### config.mk
export PLATFORM = sky130hd
export DESIGN_NAME = tcmux_ctrl
export DESIGN_NICKNAME = d
export VERILOG_FILES = /design/src/tcmux_pkg.sv /design/src/tcmux_ctrl.sv
export SDC_FILE = /design/constraint.sdc
export NUM_CORES = 1
export LEC_CHECK = 0
export BUFFER_PORTS_ARGS = -buffer_cell sky130_fd_sc_hd__buf_2
export CORE_MARGIN = 2
export CORE_UTILIZATION = 45
export CTS_BUF_LIST = sky130_fd_sc_hd__clkbuf_4 sky130_fd_sc_hd__clkbuf_8
export DETAILED_ROUTE_END_ITERATION = 10
export GPL_TIMING_DRIVEN = 0
export HOLD_SLACK_MARGIN = 0.08
export PLACE_DENSITY = 0.7
export SLEW_MARGIN = 10
export SYNTH_ARGS = -nofsm -noshare
export SYNTH_HDL_FRONTEND = slang
export SYNTH_SLANG_ARGS = --single-unit
### constraint.sdc
create_clock -name ref_clk -period 10.99 [get_ports ref_clk]
set_input_delay 2.198 -clock ref_clk [delete_from_list [all_inputs] [get_ports ref_clk]]
set_output_delay 2.198 -clock ref_clk [all_outputs]
set_load 0.01 [all_outputs]
### src/tcmux_pkg.sv
package tcmux_pkg;

  // ----------------------------------------------------------------
  // Register map
  // ----------------------------------------------------------------
  localparam logic [7:0] ADDR_CONFIG = 8'h00;
  localparam logic [7:0] ADDR_VIDEO_GAIN = 8'h04;
  localparam logic [7:0] ADDR_USB_GAIN = 8'h08;
  localparam logic [7:0] ADDR_STATUS = 8'h0c;

  // Config register fields
  localparam int USB_EN_BIT = 0;
  localparam int DP_EN_BIT = 1;
  localparam int ORIENT_BIT = 2;
  localparam int AUX_OVR_LSB = 4;

  // Gain register fields, four bits each
  localparam int GAIN_W = 4;
  localparam int VID0_LSB = 0;
  localparam int VID1_LSB = 4;
  localparam int VID2_LSB = 8;
  localparam int VID3_LSB = 12;
  localparam int DN1_LSB = 0;
  localparam int DN2_LSB = 4;
  localparam int UP_LSB = 8;

  // Reset values
  localparam logic [31:0] CONFIG_RST = 32'h0000_0001;
  localparam logic [3:0] GAIN_RST = 4'h0;

  // Aux override codes
  localparam logic [1:0] AUX_AUTO = 2'h0;
  localparam logic [1:0] AUX_STRAIGHT = 2'h1;
  localparam logic [1:0] AUX_SWAPPED = 2'h2;
  localparam logic [1:0] AUX_OPEN = 2'h3;

  // Sustained idle before U1 drops to U2/U3
  localparam int U1_IDLE_US = 300;
  localparam int CLK_MHZ = 25;
  localparam int U1_IDLE_CYC = U1_IDLE_US * CLK_MHZ;
  // Period of far-end termination tests in U2/U3
  localparam int RXDET_US = 100;
  localparam int RXDET_CYC = RXDET_US * CLK_MHZ;
  localparam int CNT_W = 16;

  // ----------------------------------------------------------------
  // Types
  // ----------------------------------------------------------------
  typedef enum logic [3:0] {
    LINK_DISC = 4'h1,
    LINK_U0 = 4'h2,
    LINK_U1 = 4'h4,
    LINK_U23 = 4'h8
  } tcmux_link_e;

  typedef enum logic [2:0] {
    MODE_OFF = 3'h0,
    MODE_USB = 3'h1,
    MODE_DP4 = 3'h2,
    MODE_USBDP = 3'h3
  } tcmux_mode_e;

  typedef enum logic [1:0] {
    SB_OPEN = 2'h0,
    SB_STRAIGHT = 2'h1,
    SB_SWAPPED = 2'h2
  } tcmux_sb_e;

  // Observed per-port line conditions
  typedef struct packed {
    logic termPresent;
    logic elecIdle;
    logic lfps;
    logic ssActive;
  } tcmux_line_s;

  // Gain per receiver lane
  typedef struct packed {
    logic [3:0] video0;
    logic [3:0] video1;
    logic [3:0] video2;
    logic [3:0] video3;
    logic [3:0] down1;
    logic [3:0] down2;
    logic [3:0] up;
  } tcmux_gain_s;

  // Analog controls per link state
  typedef struct packed {
    logic redrive;
    logic rxTerm;
    logic txCommonMode;
    logic rxDetect;
    logic [1:0] powerLevel;
  } tcmux_ana_s;

endpackage : tcmux_pkg

### src/tcmux_ctrl.sv
// Contract
// [RULE_01] Any non-low select pin takes lane configuration from register fields.
// [RULE_02] Enable fields decode: 00 off, 01 USB, 10 four video, 11 both.
// [RULE_03] Automatic aux: straight unflipped, swapped flipped, open without video.
// [RULE_04] Aux override beats config: 01 straight, 10 swapped, 11 open.
// [RULE_05] Video enable comes from pin in pin mode, else from register.
// [RULE_06] Each receiver lane has its own independent gain setting; pin mode shares one setting per pin pair.
// [RULE_07] Pin gain index is four times upper level plus lower level.
// [RULE_08] Register mode gives separate gain fields for all seven receiver lanes.
// [RULE_09] Link tracking runs only while USB is enabled.
// [RULE_10] Link state derives from termination, idle, LFPS and signaling rate.
// [RULE_11] Disconnect waits for termination on both ports, then goes to U0.
// [RULE_12] U0 redrives traffic on both ports.
// [RULE_13] U0 goes to U1 once both ports are electrically idle.
// [RULE_14] U1 keeps terminations and transmitter common mode enabled.
// [RULE_15] U2/U3 tests termination periodically; absence on either port disconnects.
// [RULE_16] U2/U3 goes to U0 on valid LFPS.
// [RULE_17] U2/U3 keeps terminations but drops transmitter common mode.
// [RULE_18] Power rises: Disconnect, U2/U3, U1, U0.
// [RULE_19] U1 goes to U2/U3 on sustained idle, to U0 on activity.
module tcmux_ctrl #(
  parameter int U1_IDLE_CYCLES = tcmux_pkg::U1_IDLE_CYC,
  parameter int RXDET_CYCLES = tcmux_pkg::RXDET_CYC
) (
  input wire logic ref_clk,
  input wire logic rst,
  input wire logic [1:0] registerSelectLevel,
  input wire logic displayportEnablePin,
  input wire logic usbEnablePin,
  input wire logic orientationPin,
  input wire logic [1:0] downstreamGainPinHi,
  input wire logic [1:0] downstreamGainPinLo,
  input wire logic [1:0] upstreamGainPinHi,
  input wire logic [1:0] upstreamGainPinLo,
  input wire logic [1:0] videoLaneGainPinHi,
  input wire logic [1:0] videoLaneGainPinLo,
  input wire logic [7:0] regAddr,
  input wire logic [31:0] regWdata,
  input wire logic regWrite,
  input wire logic regRead,
  output logic [31:0] regRdata,
  input wire tcmux_pkg::tcmux_line_s upLine,
  input wire tcmux_pkg::tcmux_line_s downLine,
  output tcmux_pkg::tcmux_mode_e laneMode,
  output logic flipped,
  output tcmux_pkg::tcmux_sb_e sidebandMap,
  output tcmux_pkg::tcmux_gain_s rxGain,
  output tcmux_pkg::tcmux_link_e linkState,
  output tcmux_pkg::tcmux_ana_s analogCtrl,
  output logic rxDetectPulse
);

  typedef struct packed {
    logic [31:0] cfg;
    logic [15:0] videoGain;
    logic [11:0] usbGain;
    logic [31:0] rdata;
    tcmux_pkg::tcmux_link_e link;
    logic [tcmux_pkg::CNT_W-1:0] idleCnt;
    logic [tcmux_pkg::CNT_W-1:0] detCnt;
    logic detPulse;
    tcmux_pkg::tcmux_mode_e mode;
    logic flip;
    tcmux_pkg::tcmux_sb_e sb;
    tcmux_pkg::tcmux_gain_s gain;
  } tcmux_state_s;

  tcmux_state_s state_q;
  tcmux_state_s state_d;

  // ----------------------------------------------------------------
  // Helpers
  // ----------------------------------------------------------------
  function automatic logic [3:0] pinGain(input logic [1:0] hi, input logic [1:0] lo);
    // [RULE_07] Pin pair index
    pinGain = {hi, lo};
  endfunction : pinGain

  function automatic tcmux_pkg::tcmux_mode_e decodeMode(input logic dp, input logic usb);
    // [RULE_02] Enable decode
    decodeMode = tcmux_pkg::tcmux_mode_e'({1'b0, dp, usb});
  endfunction : decodeMode

  function automatic tcmux_pkg::tcmux_sb_e sbMap(input logic [1:0] ovr, input logic dp,
                                                  input logic flip);
    // [RULE_04] Override first
    if (ovr == tcmux_pkg::AUX_STRAIGHT) begin
      sbMap = tcmux_pkg::SB_STRAIGHT;
    end else if (ovr == tcmux_pkg::AUX_SWAPPED) begin
      sbMap = tcmux_pkg::SB_SWAPPED;
    end else if (ovr == tcmux_pkg::AUX_OPEN) begin
      sbMap = tcmux_pkg::SB_OPEN;
    // [RULE_03] Automatic mapping
    end else if (!dp) begin
      sbMap = tcmux_pkg::SB_OPEN;
    end else if (flip) begin
      sbMap = tcmux_pkg::SB_SWAPPED;
    end else begin
      sbMap = tcmux_pkg::SB_STRAIGHT;
    end
  endfunction : sbMap

  logic regMode;
  logic dpEn;
  logic usbEn;
  logic orient;
  logic bothTerm;
  logic bothIdle;
  logic anyLfps;
  logic anyActive;

  // [RULE_01] Register mode select
  assign regMode = (registerSelectLevel != 2'h0);
  // [RULE_05] Video enable source
  assign dpEn = regMode ? state_q.cfg[tcmux_pkg::DP_EN_BIT] : displayportEnablePin;
  assign usbEn = regMode ? state_q.cfg[tcmux_pkg::USB_EN_BIT] : usbEnablePin;
  assign orient = regMode ? state_q.cfg[tcmux_pkg::ORIENT_BIT] : orientationPin;
  // [RULE_10] Line observations
  assign bothTerm = upLine.termPresent & downLine.termPresent;
  assign bothIdle = upLine.elecIdle & downLine.elecIdle;
  assign anyLfps = upLine.lfps | downLine.lfps;
  assign anyActive = upLine.ssActive | downLine.ssActive;

  // ----------------------------------------------------------------
  // Next state
  // ----------------------------------------------------------------
  always_comb begin
    state_d = state_q;
    state_d.detPulse = 1'b0;
    state_d.rdata = 32'h0000_0000;
    // Register writes
    if (regWrite) begin
      if (regAddr == tcmux_pkg::ADDR_CONFIG) begin
        state_d.cfg = {26'h0, regWdata[5:4], 1'b0, regWdata[2:0]};
      end else if (regAddr == tcmux_pkg::ADDR_VIDEO_GAIN) begin
        state_d.videoGain = regWdata[15:0];
      end else if (regAddr == tcmux_pkg::ADDR_USB_GAIN) begin
        state_d.usbGain = regWdata[11:0];
      end
    end
    // Register reads
    if (regRead) begin
      if (regAddr == tcmux_pkg::ADDR_CONFIG) begin
        state_d.rdata = state_q.cfg;
      end else if (regAddr == tcmux_pkg::ADDR_VIDEO_GAIN) begin
        state_d.rdata = {16'h0, state_q.videoGain};
      end else if (regAddr == tcmux_pkg::ADDR_USB_GAIN) begin
        state_d.rdata = {20'h0, state_q.usbGain};
      end else if (regAddr == tcmux_pkg::ADDR_STATUS) begin
        state_d.rdata = {21'h0, state_q.sb, state_q.flip, 1'b0, state_q.mode, state_q.link};
      end
    end
    // [RULE_01] Same configurations both modes
    state_d.mode = decodeMode(dpEn, usbEn);
    state_d.flip = orient;
    state_d.sb = regMode
      ? sbMap(state_q.cfg[tcmux_pkg::AUX_OVR_LSB +: 2], dpEn, orient)
      : sbMap(tcmux_pkg::AUX_AUTO, dpEn, orient);
    // [RULE_06] Lane gains, independent in register mode, shared per pin pair in pin mode
    if (regMode) begin
      // [RULE_08] Per-lane fields
      state_d.gain.video0 = state_q.videoGain[tcmux_pkg::VID0_LSB +: tcmux_pkg::GAIN_W];
      state_d.gain.video1 = state_q.videoGain[tcmux_pkg::VID1_LSB +: tcmux_pkg::GAIN_W];
      state_d.gain.video2 = state_q.videoGain[tcmux_pkg::VID2_LSB +: tcmux_pkg::GAIN_W];
      state_d.gain.video3 = state_q.videoGain[tcmux_pkg::VID3_LSB +: tcmux_pkg::GAIN_W];
      state_d.gain.down1 = state_q.usbGain[tcmux_pkg::DN1_LSB +: tcmux_pkg::GAIN_W];
      state_d.gain.down2 = state_q.usbGain[tcmux_pkg::DN2_LSB +: tcmux_pkg::GAIN_W];
      state_d.gain.up = state_q.usbGain[tcmux_pkg::UP_LSB +: tcmux_pkg::GAIN_W];
    end else begin
      state_d.gain.video0 = pinGain(videoLaneGainPinHi, videoLaneGainPinLo);
      state_d.gain.video1 = pinGain(videoLaneGainPinHi, videoLaneGainPinLo);
      state_d.gain.video2 = pinGain(videoLaneGainPinHi, videoLaneGainPinLo);
      state_d.gain.video3 = pinGain(videoLaneGainPinHi, videoLaneGainPinLo);
      state_d.gain.down1 = pinGain(downstreamGainPinHi, downstreamGainPinLo);
      state_d.gain.down2 = pinGain(downstreamGainPinHi, downstreamGainPinLo);
      state_d.gain.up = pinGain(upstreamGainPinHi, upstreamGainPinLo);
    end
    // Link state tracking
    state_d.idleCnt = '0;
    state_d.detCnt = '0;
    // [RULE_09] Only with USB enabled
    if (!usbEn) begin
      state_d.link = tcmux_pkg::LINK_DISC;
    end else begin
      case (state_q.link)
        tcmux_pkg::LINK_DISC: begin
          // [RULE_11] Termination on both
          if (bothTerm) begin
            state_d.link = tcmux_pkg::LINK_U0;
          end
        end
        tcmux_pkg::LINK_U0: begin
          // [RULE_13] Both idle
          if (bothIdle) begin
            state_d.link = tcmux_pkg::LINK_U1;
          end
        end
        tcmux_pkg::LINK_U1: begin
          // [RULE_19] U1 exits
          if (anyLfps || anyActive || !bothIdle) begin
            state_d.link = tcmux_pkg::LINK_U0;
          end else if (32'(state_q.idleCnt) >= U1_IDLE_CYCLES - 1) begin
            state_d.link = tcmux_pkg::LINK_U23;
          end else begin
            state_d.idleCnt = state_q.idleCnt + 1'b1;
          end
        end
        tcmux_pkg::LINK_U23: begin
          // [RULE_16] LFPS wakes
          if (anyLfps) begin
            state_d.link = tcmux_pkg::LINK_U0;
          // [RULE_15] Periodic detect
          end else if (32'(state_q.detCnt) >= RXDET_CYCLES - 1) begin
            state_d.detPulse = 1'b1;
            if (!bothTerm) begin
              state_d.link = tcmux_pkg::LINK_DISC;
            end
          end else begin
            state_d.detCnt = state_q.detCnt + 1'b1;
          end
        end
        default: begin
          state_d.link = tcmux_pkg::LINK_DISC;
        end
      endcase
    end
  end

  // ----------------------------------------------------------------
  // State register
  // ----------------------------------------------------------------
  always_ff @(posedge ref_clk or posedge rst) begin
    if (rst) begin
      state_q <= '{cfg: tcmux_pkg::CONFIG_RST, videoGain: 16'h0, usbGain: 12'h0,
                   rdata: 32'h0, link: tcmux_pkg::LINK_DISC, idleCnt: '0, detCnt: '0,
                   detPulse: 1'b0, mode: tcmux_pkg::MODE_OFF, flip: 1'b0,
                   sb: tcmux_pkg::SB_OPEN, gain: '0};
    end else begin
      state_q <= state_d;
    end
  end

  // ----------------------------------------------------------------
  // Outputs
  // ----------------------------------------------------------------
  assign regRdata = state_q.rdata;
  assign laneMode = state_q.mode;
  assign flipped = state_q.flip;
  assign sidebandMap = state_q.sb;
  assign rxGain = state_q.gain;
  assign linkState = state_q.link;
  assign rxDetectPulse = state_q.detPulse;

  // Analog controls per state
  always_comb begin
    analogCtrl = '0;
    case (state_q.link)
      tcmux_pkg::LINK_U0: begin
        // [RULE_12] Redrive both ports
        analogCtrl.redrive = 1'b1;
        analogCtrl.rxTerm = 1'b1;
        analogCtrl.txCommonMode = 1'b1;
        // [RULE_18] Highest power
        analogCtrl.powerLevel = 2'h3;
      end
      tcmux_pkg::LINK_U1: begin
        // [RULE_14] Terms and common mode
        analogCtrl.rxTerm = 1'b1;
        analogCtrl.txCommonMode = 1'b1;
        analogCtrl.powerLevel = 2'h2;
      end
      tcmux_pkg::LINK_U23: begin
        // [RULE_17] Terms without common mode
        analogCtrl.rxTerm = 1'b1;
        analogCtrl.rxDetect = 1'b1;
        analogCtrl.powerLevel = 2'h1;
      end
      default: begin
        analogCtrl.rxDetect = 1'b1;
      end
    endcase
  end

endmodule : tcmux_ctrl

==> flow_summary_export.csv <==
group,metric,value,unit
worst_setup_path,reg2reg_to,"linkState[1]$_DFFE_PP0P_",
final_layout,finalNetCount,725,
worst_setup_path,required,8.79,ns
worst_setup_path,cp_max_fo,10,
floorplan,die-area,13000,um2
detailed_routing,wl_per_cell,14.4,um
detailed_routing,vias,3896,
sta,fmax,244,MHz
detailed_routing,drc,0,
sta,worstMarginPinSlew,0.758,ns
power,fin_total_pwr,902,uW
synthesis,synth_edf_count,0,
power,seqPwrFrac,0.511,
cts,clk_pin_slew,0.07,ns
grt,overflow,0,
cts,clock_latency,0.43,ns
final_layout,drive_above_1_share,0.408,
synthesis,syn_inst,499,
grt,antenna_found_initial,0,
worst_setup_path,endpoint_kind,"primary output",
worst_setup_path,ff2ff_path_depth,7,
sta,maxSlewViolCount,0,
sta,setup_ws,6.89,ns
cts,ctsRootBufferMaster,"clkbuf_8",
power,p_switching,226,uW
cts,clockBufferDepth,2,
detailed_routing,antenna_left,0,
sta,setup-violations-final,0,
power,cellLeakagePower,3.67,nW
power,switching_share,0.251,
worst_setup_path,start_kind,"flip-flop",
synthesis,synth_area_per_cell,10.9,um2
grt,grtUsageTotal,0.185,
detailed_routing,wirelength,11.7,mm
synthesis,synth.distinct_cells,49,
grt,grt_max_degree,90,
sta,hold_viol,0,
power,irDropWorstVdd,0.0467,mV
floorplan,die_height,114,um
cts,numCtsBuffers,17,
sta,fin_crit,4.10,ns
cts,postCtsHoldBufs,0,
floorplan,core,11900,um2
final_layout,seq_area,2980,um2
final_layout,fillers,1073,
worst_setup_path,endpoint,"analogCtrl[4]",
synthesis,synth-seq-area-share,0.546,
synthesis,yosys_warnings,0,
cts,htree_levels,4,
power,p_int,675,uW
synthesis,netlist_area,5460,um2
worst_setup_path,crit_type,"flip-flop to primary output",
power,power.density,135,nW/um2
sta,relSlewSlack,0.495,
place,dp_slack,6.78,ns
cts,post_cts_buffers,0,
floorplan,die_w,114,um
final_layout,syn2layout_area_growth,22.6,%
detailed_routing,dr.pass1.iters,5,
synthesis,synth_ff_type,"dfrtp_1",
sta,fin_setup_tns,0,ns
place,place_hpwl,8.54,mm
grt,grt_pass1_vias,3809,
worst_setup_path,r2r_start,"linkState[1]$_DFFE_PP0P_",
floorplan,initial_core_util,0.458,
detailed_routing,drtIter0Drc,232,
cts,cts.sinks,119,
place,gp_congestion,0.845,
sta,timing.final.crit_share,0.373,
final_layout,multi_input_area,1940,um2
cts,cts_resized,0,
power,clkPwrFrac,0.397,
sta,rsz0062_at_grt,"false",
grt,grt_pass1_wl,18.5,mm
power,combPwrFrac,0.092,
worst_hold_path,hp-class,"flip-flop to flip-flop",
worst_setup_path,worstSetupStartpoint,"linkState[2]$_DFFE_PP0P_",
detailed_routing,avgViaCountPerCell,4.78,
synthesis,async_reset_ff_frac,1.00,
cts,cts_tree,"done",
worst_setup_path,reg2reg_setup_slack,8.75,ns
sta,clock_skew,0.0104,ns
run,maxCapViolations,0,
floorplan,rows,40,
worst_setup_path,worstPathArrival,1.91,ns
synthesis,ys_ff_latch,119,
place,port_buffers,112,
final_layout,mostFrequentLayoutCells,"buf_2, dfrtp_1, nand2_1, buf_4, nor2_1",
floorplan,ios,146,
run_status,status,"finished, final reports clean",
==> worst min-delay path by stage <==
stage / start / slack [ns] / to / depth (start not counted)
finish: state_q[35]$_DFF_PP0_ / 0.49 / state_q[35]$_DFF_PP0_ / 1
global route: state_q[129]$_DFFE_PP0P_ / 0.51 / rxGain[14]$_DFF_PP0_ / 2
CTS: state_q[127]$_DFFE_PP0P_ / 0.49 / rxGain[12]$_DFF_PP0_ / 2
detailed placement: state_q[127]$_DFFE_PP0P_ / 0.48 / rxGain[12]$_DFF_PP0_ / 2
global placement: state_q[35]$_DFF_PP0_ / 0.46 / state_q[35]$_DFF_PP0_ / 1
floorplan: state_q[35]$_DFF_PP0_ / 0.45 / state_q[35]$_DFF_PP0_ / 1
==> area by class of cell <==
| type | count | area share |
|---|---|---|
| diodes | 1 | 0.000374 |
| plain buffers | 87 | 0.0896 |
| clock buffers | 22 | 0.0443 |
| clock inverters | 10 | 0.0107 |
| inverters | 7 | 0.00468 |
| multi-input cells | 309 | 0.289 |
| flip-flops and latches | 119 | 0.446 |
| well taps | 147 | 0.0275 |
| repair buffers | 113 | 0.0879 |
==> flip-flops by register name (all words and copies together) (netlist names) <==
name and flops:
regRdata 16, flipped 1, linkState 4, state_q 65
sidebandMap 2, rxGain 28, laneMode 2, rxDetectPulse 1
==> synthesized netlist by cell type (all sizes together) (5+ instances only) <==
library cell / instances / area, um2
dfrtp: 117 / 2930
mux2: 37 / 417
a22oi: 9 / 67.6
nor3: 7 / 46.3
inv: 7 / 26.3
nor2: 40 / 150
clkbuf: 12 / 45.0
nand3: 5 / 25.0
and3: 20 / 125
xor2: 9 / 78.8
o21ai: 9 / 45.0
xnor2: 12 / 105
buf: 75 / 554
nand2: 90 / 340
mux4: 5 / 113
==> cell families after synthesis <==
family	share of synthesized area
muxes	0.0970
other	0.000687
adders and majority gates	0.00459
xor gates and xnor gates	0.0337
DFF	0.546
AOI/OAI and AO/OA	0.0436
buffers and inverters	0.115
and+or+nand+nor	0.159
==> metal layers <==
layer,GRT usage,wire length [um]
met1,0.235,5130
met2,0.316,5860
met3,0.0482,660
met4,0.0512,75
met5,0,0
==> stage by stage <==
stage | cells | area, um2 | hold WS (ns) | utilization
3_5_place_dp | 782 | 6320 | 0.477 | 0.530
5_1_grt | 814 | 6690 | 0.505 | 0.561
4_1_cts | 814 | 6690 | 0.493 | 0.561
3_3_place_gp | 781 | 6290 | 0.462 | 0.528
2_1_floorplan | 522 | 5540 | 0.447 | -
6_report | 815 | 6690 | 0.493 | 0.562
==> critical path, stage by stage, from the launching register on <==
cell and delay, ns:
dfrtp_1 0.38, clkbuf_1 0.42, xnor2_1 0.18, a21bo_2 0.25, nor2_1 0.10, buf_2 0.15
==> power by group through the flow <==
| stage | Clock (mW) | Combinational, mW | Sequential (mW) |
|---|---|---|---|
| 2_1_floorplan | 0 | 0.0538 | 0.466 |
| 3_3_place_gp | 0 | 0.0806 | 0.468 |
| 3_5_place_dp | 0 | 0.0840 | 0.469 |
| 4_1_cts | 0.363 | 0.0841 | 0.461 |
| 5_1_grt | 0.386 | 0.0919 | 0.462 |
| 6_report | 0.358 | 0.0831 | 0.461 |
(Power assumes the default switching activity.)
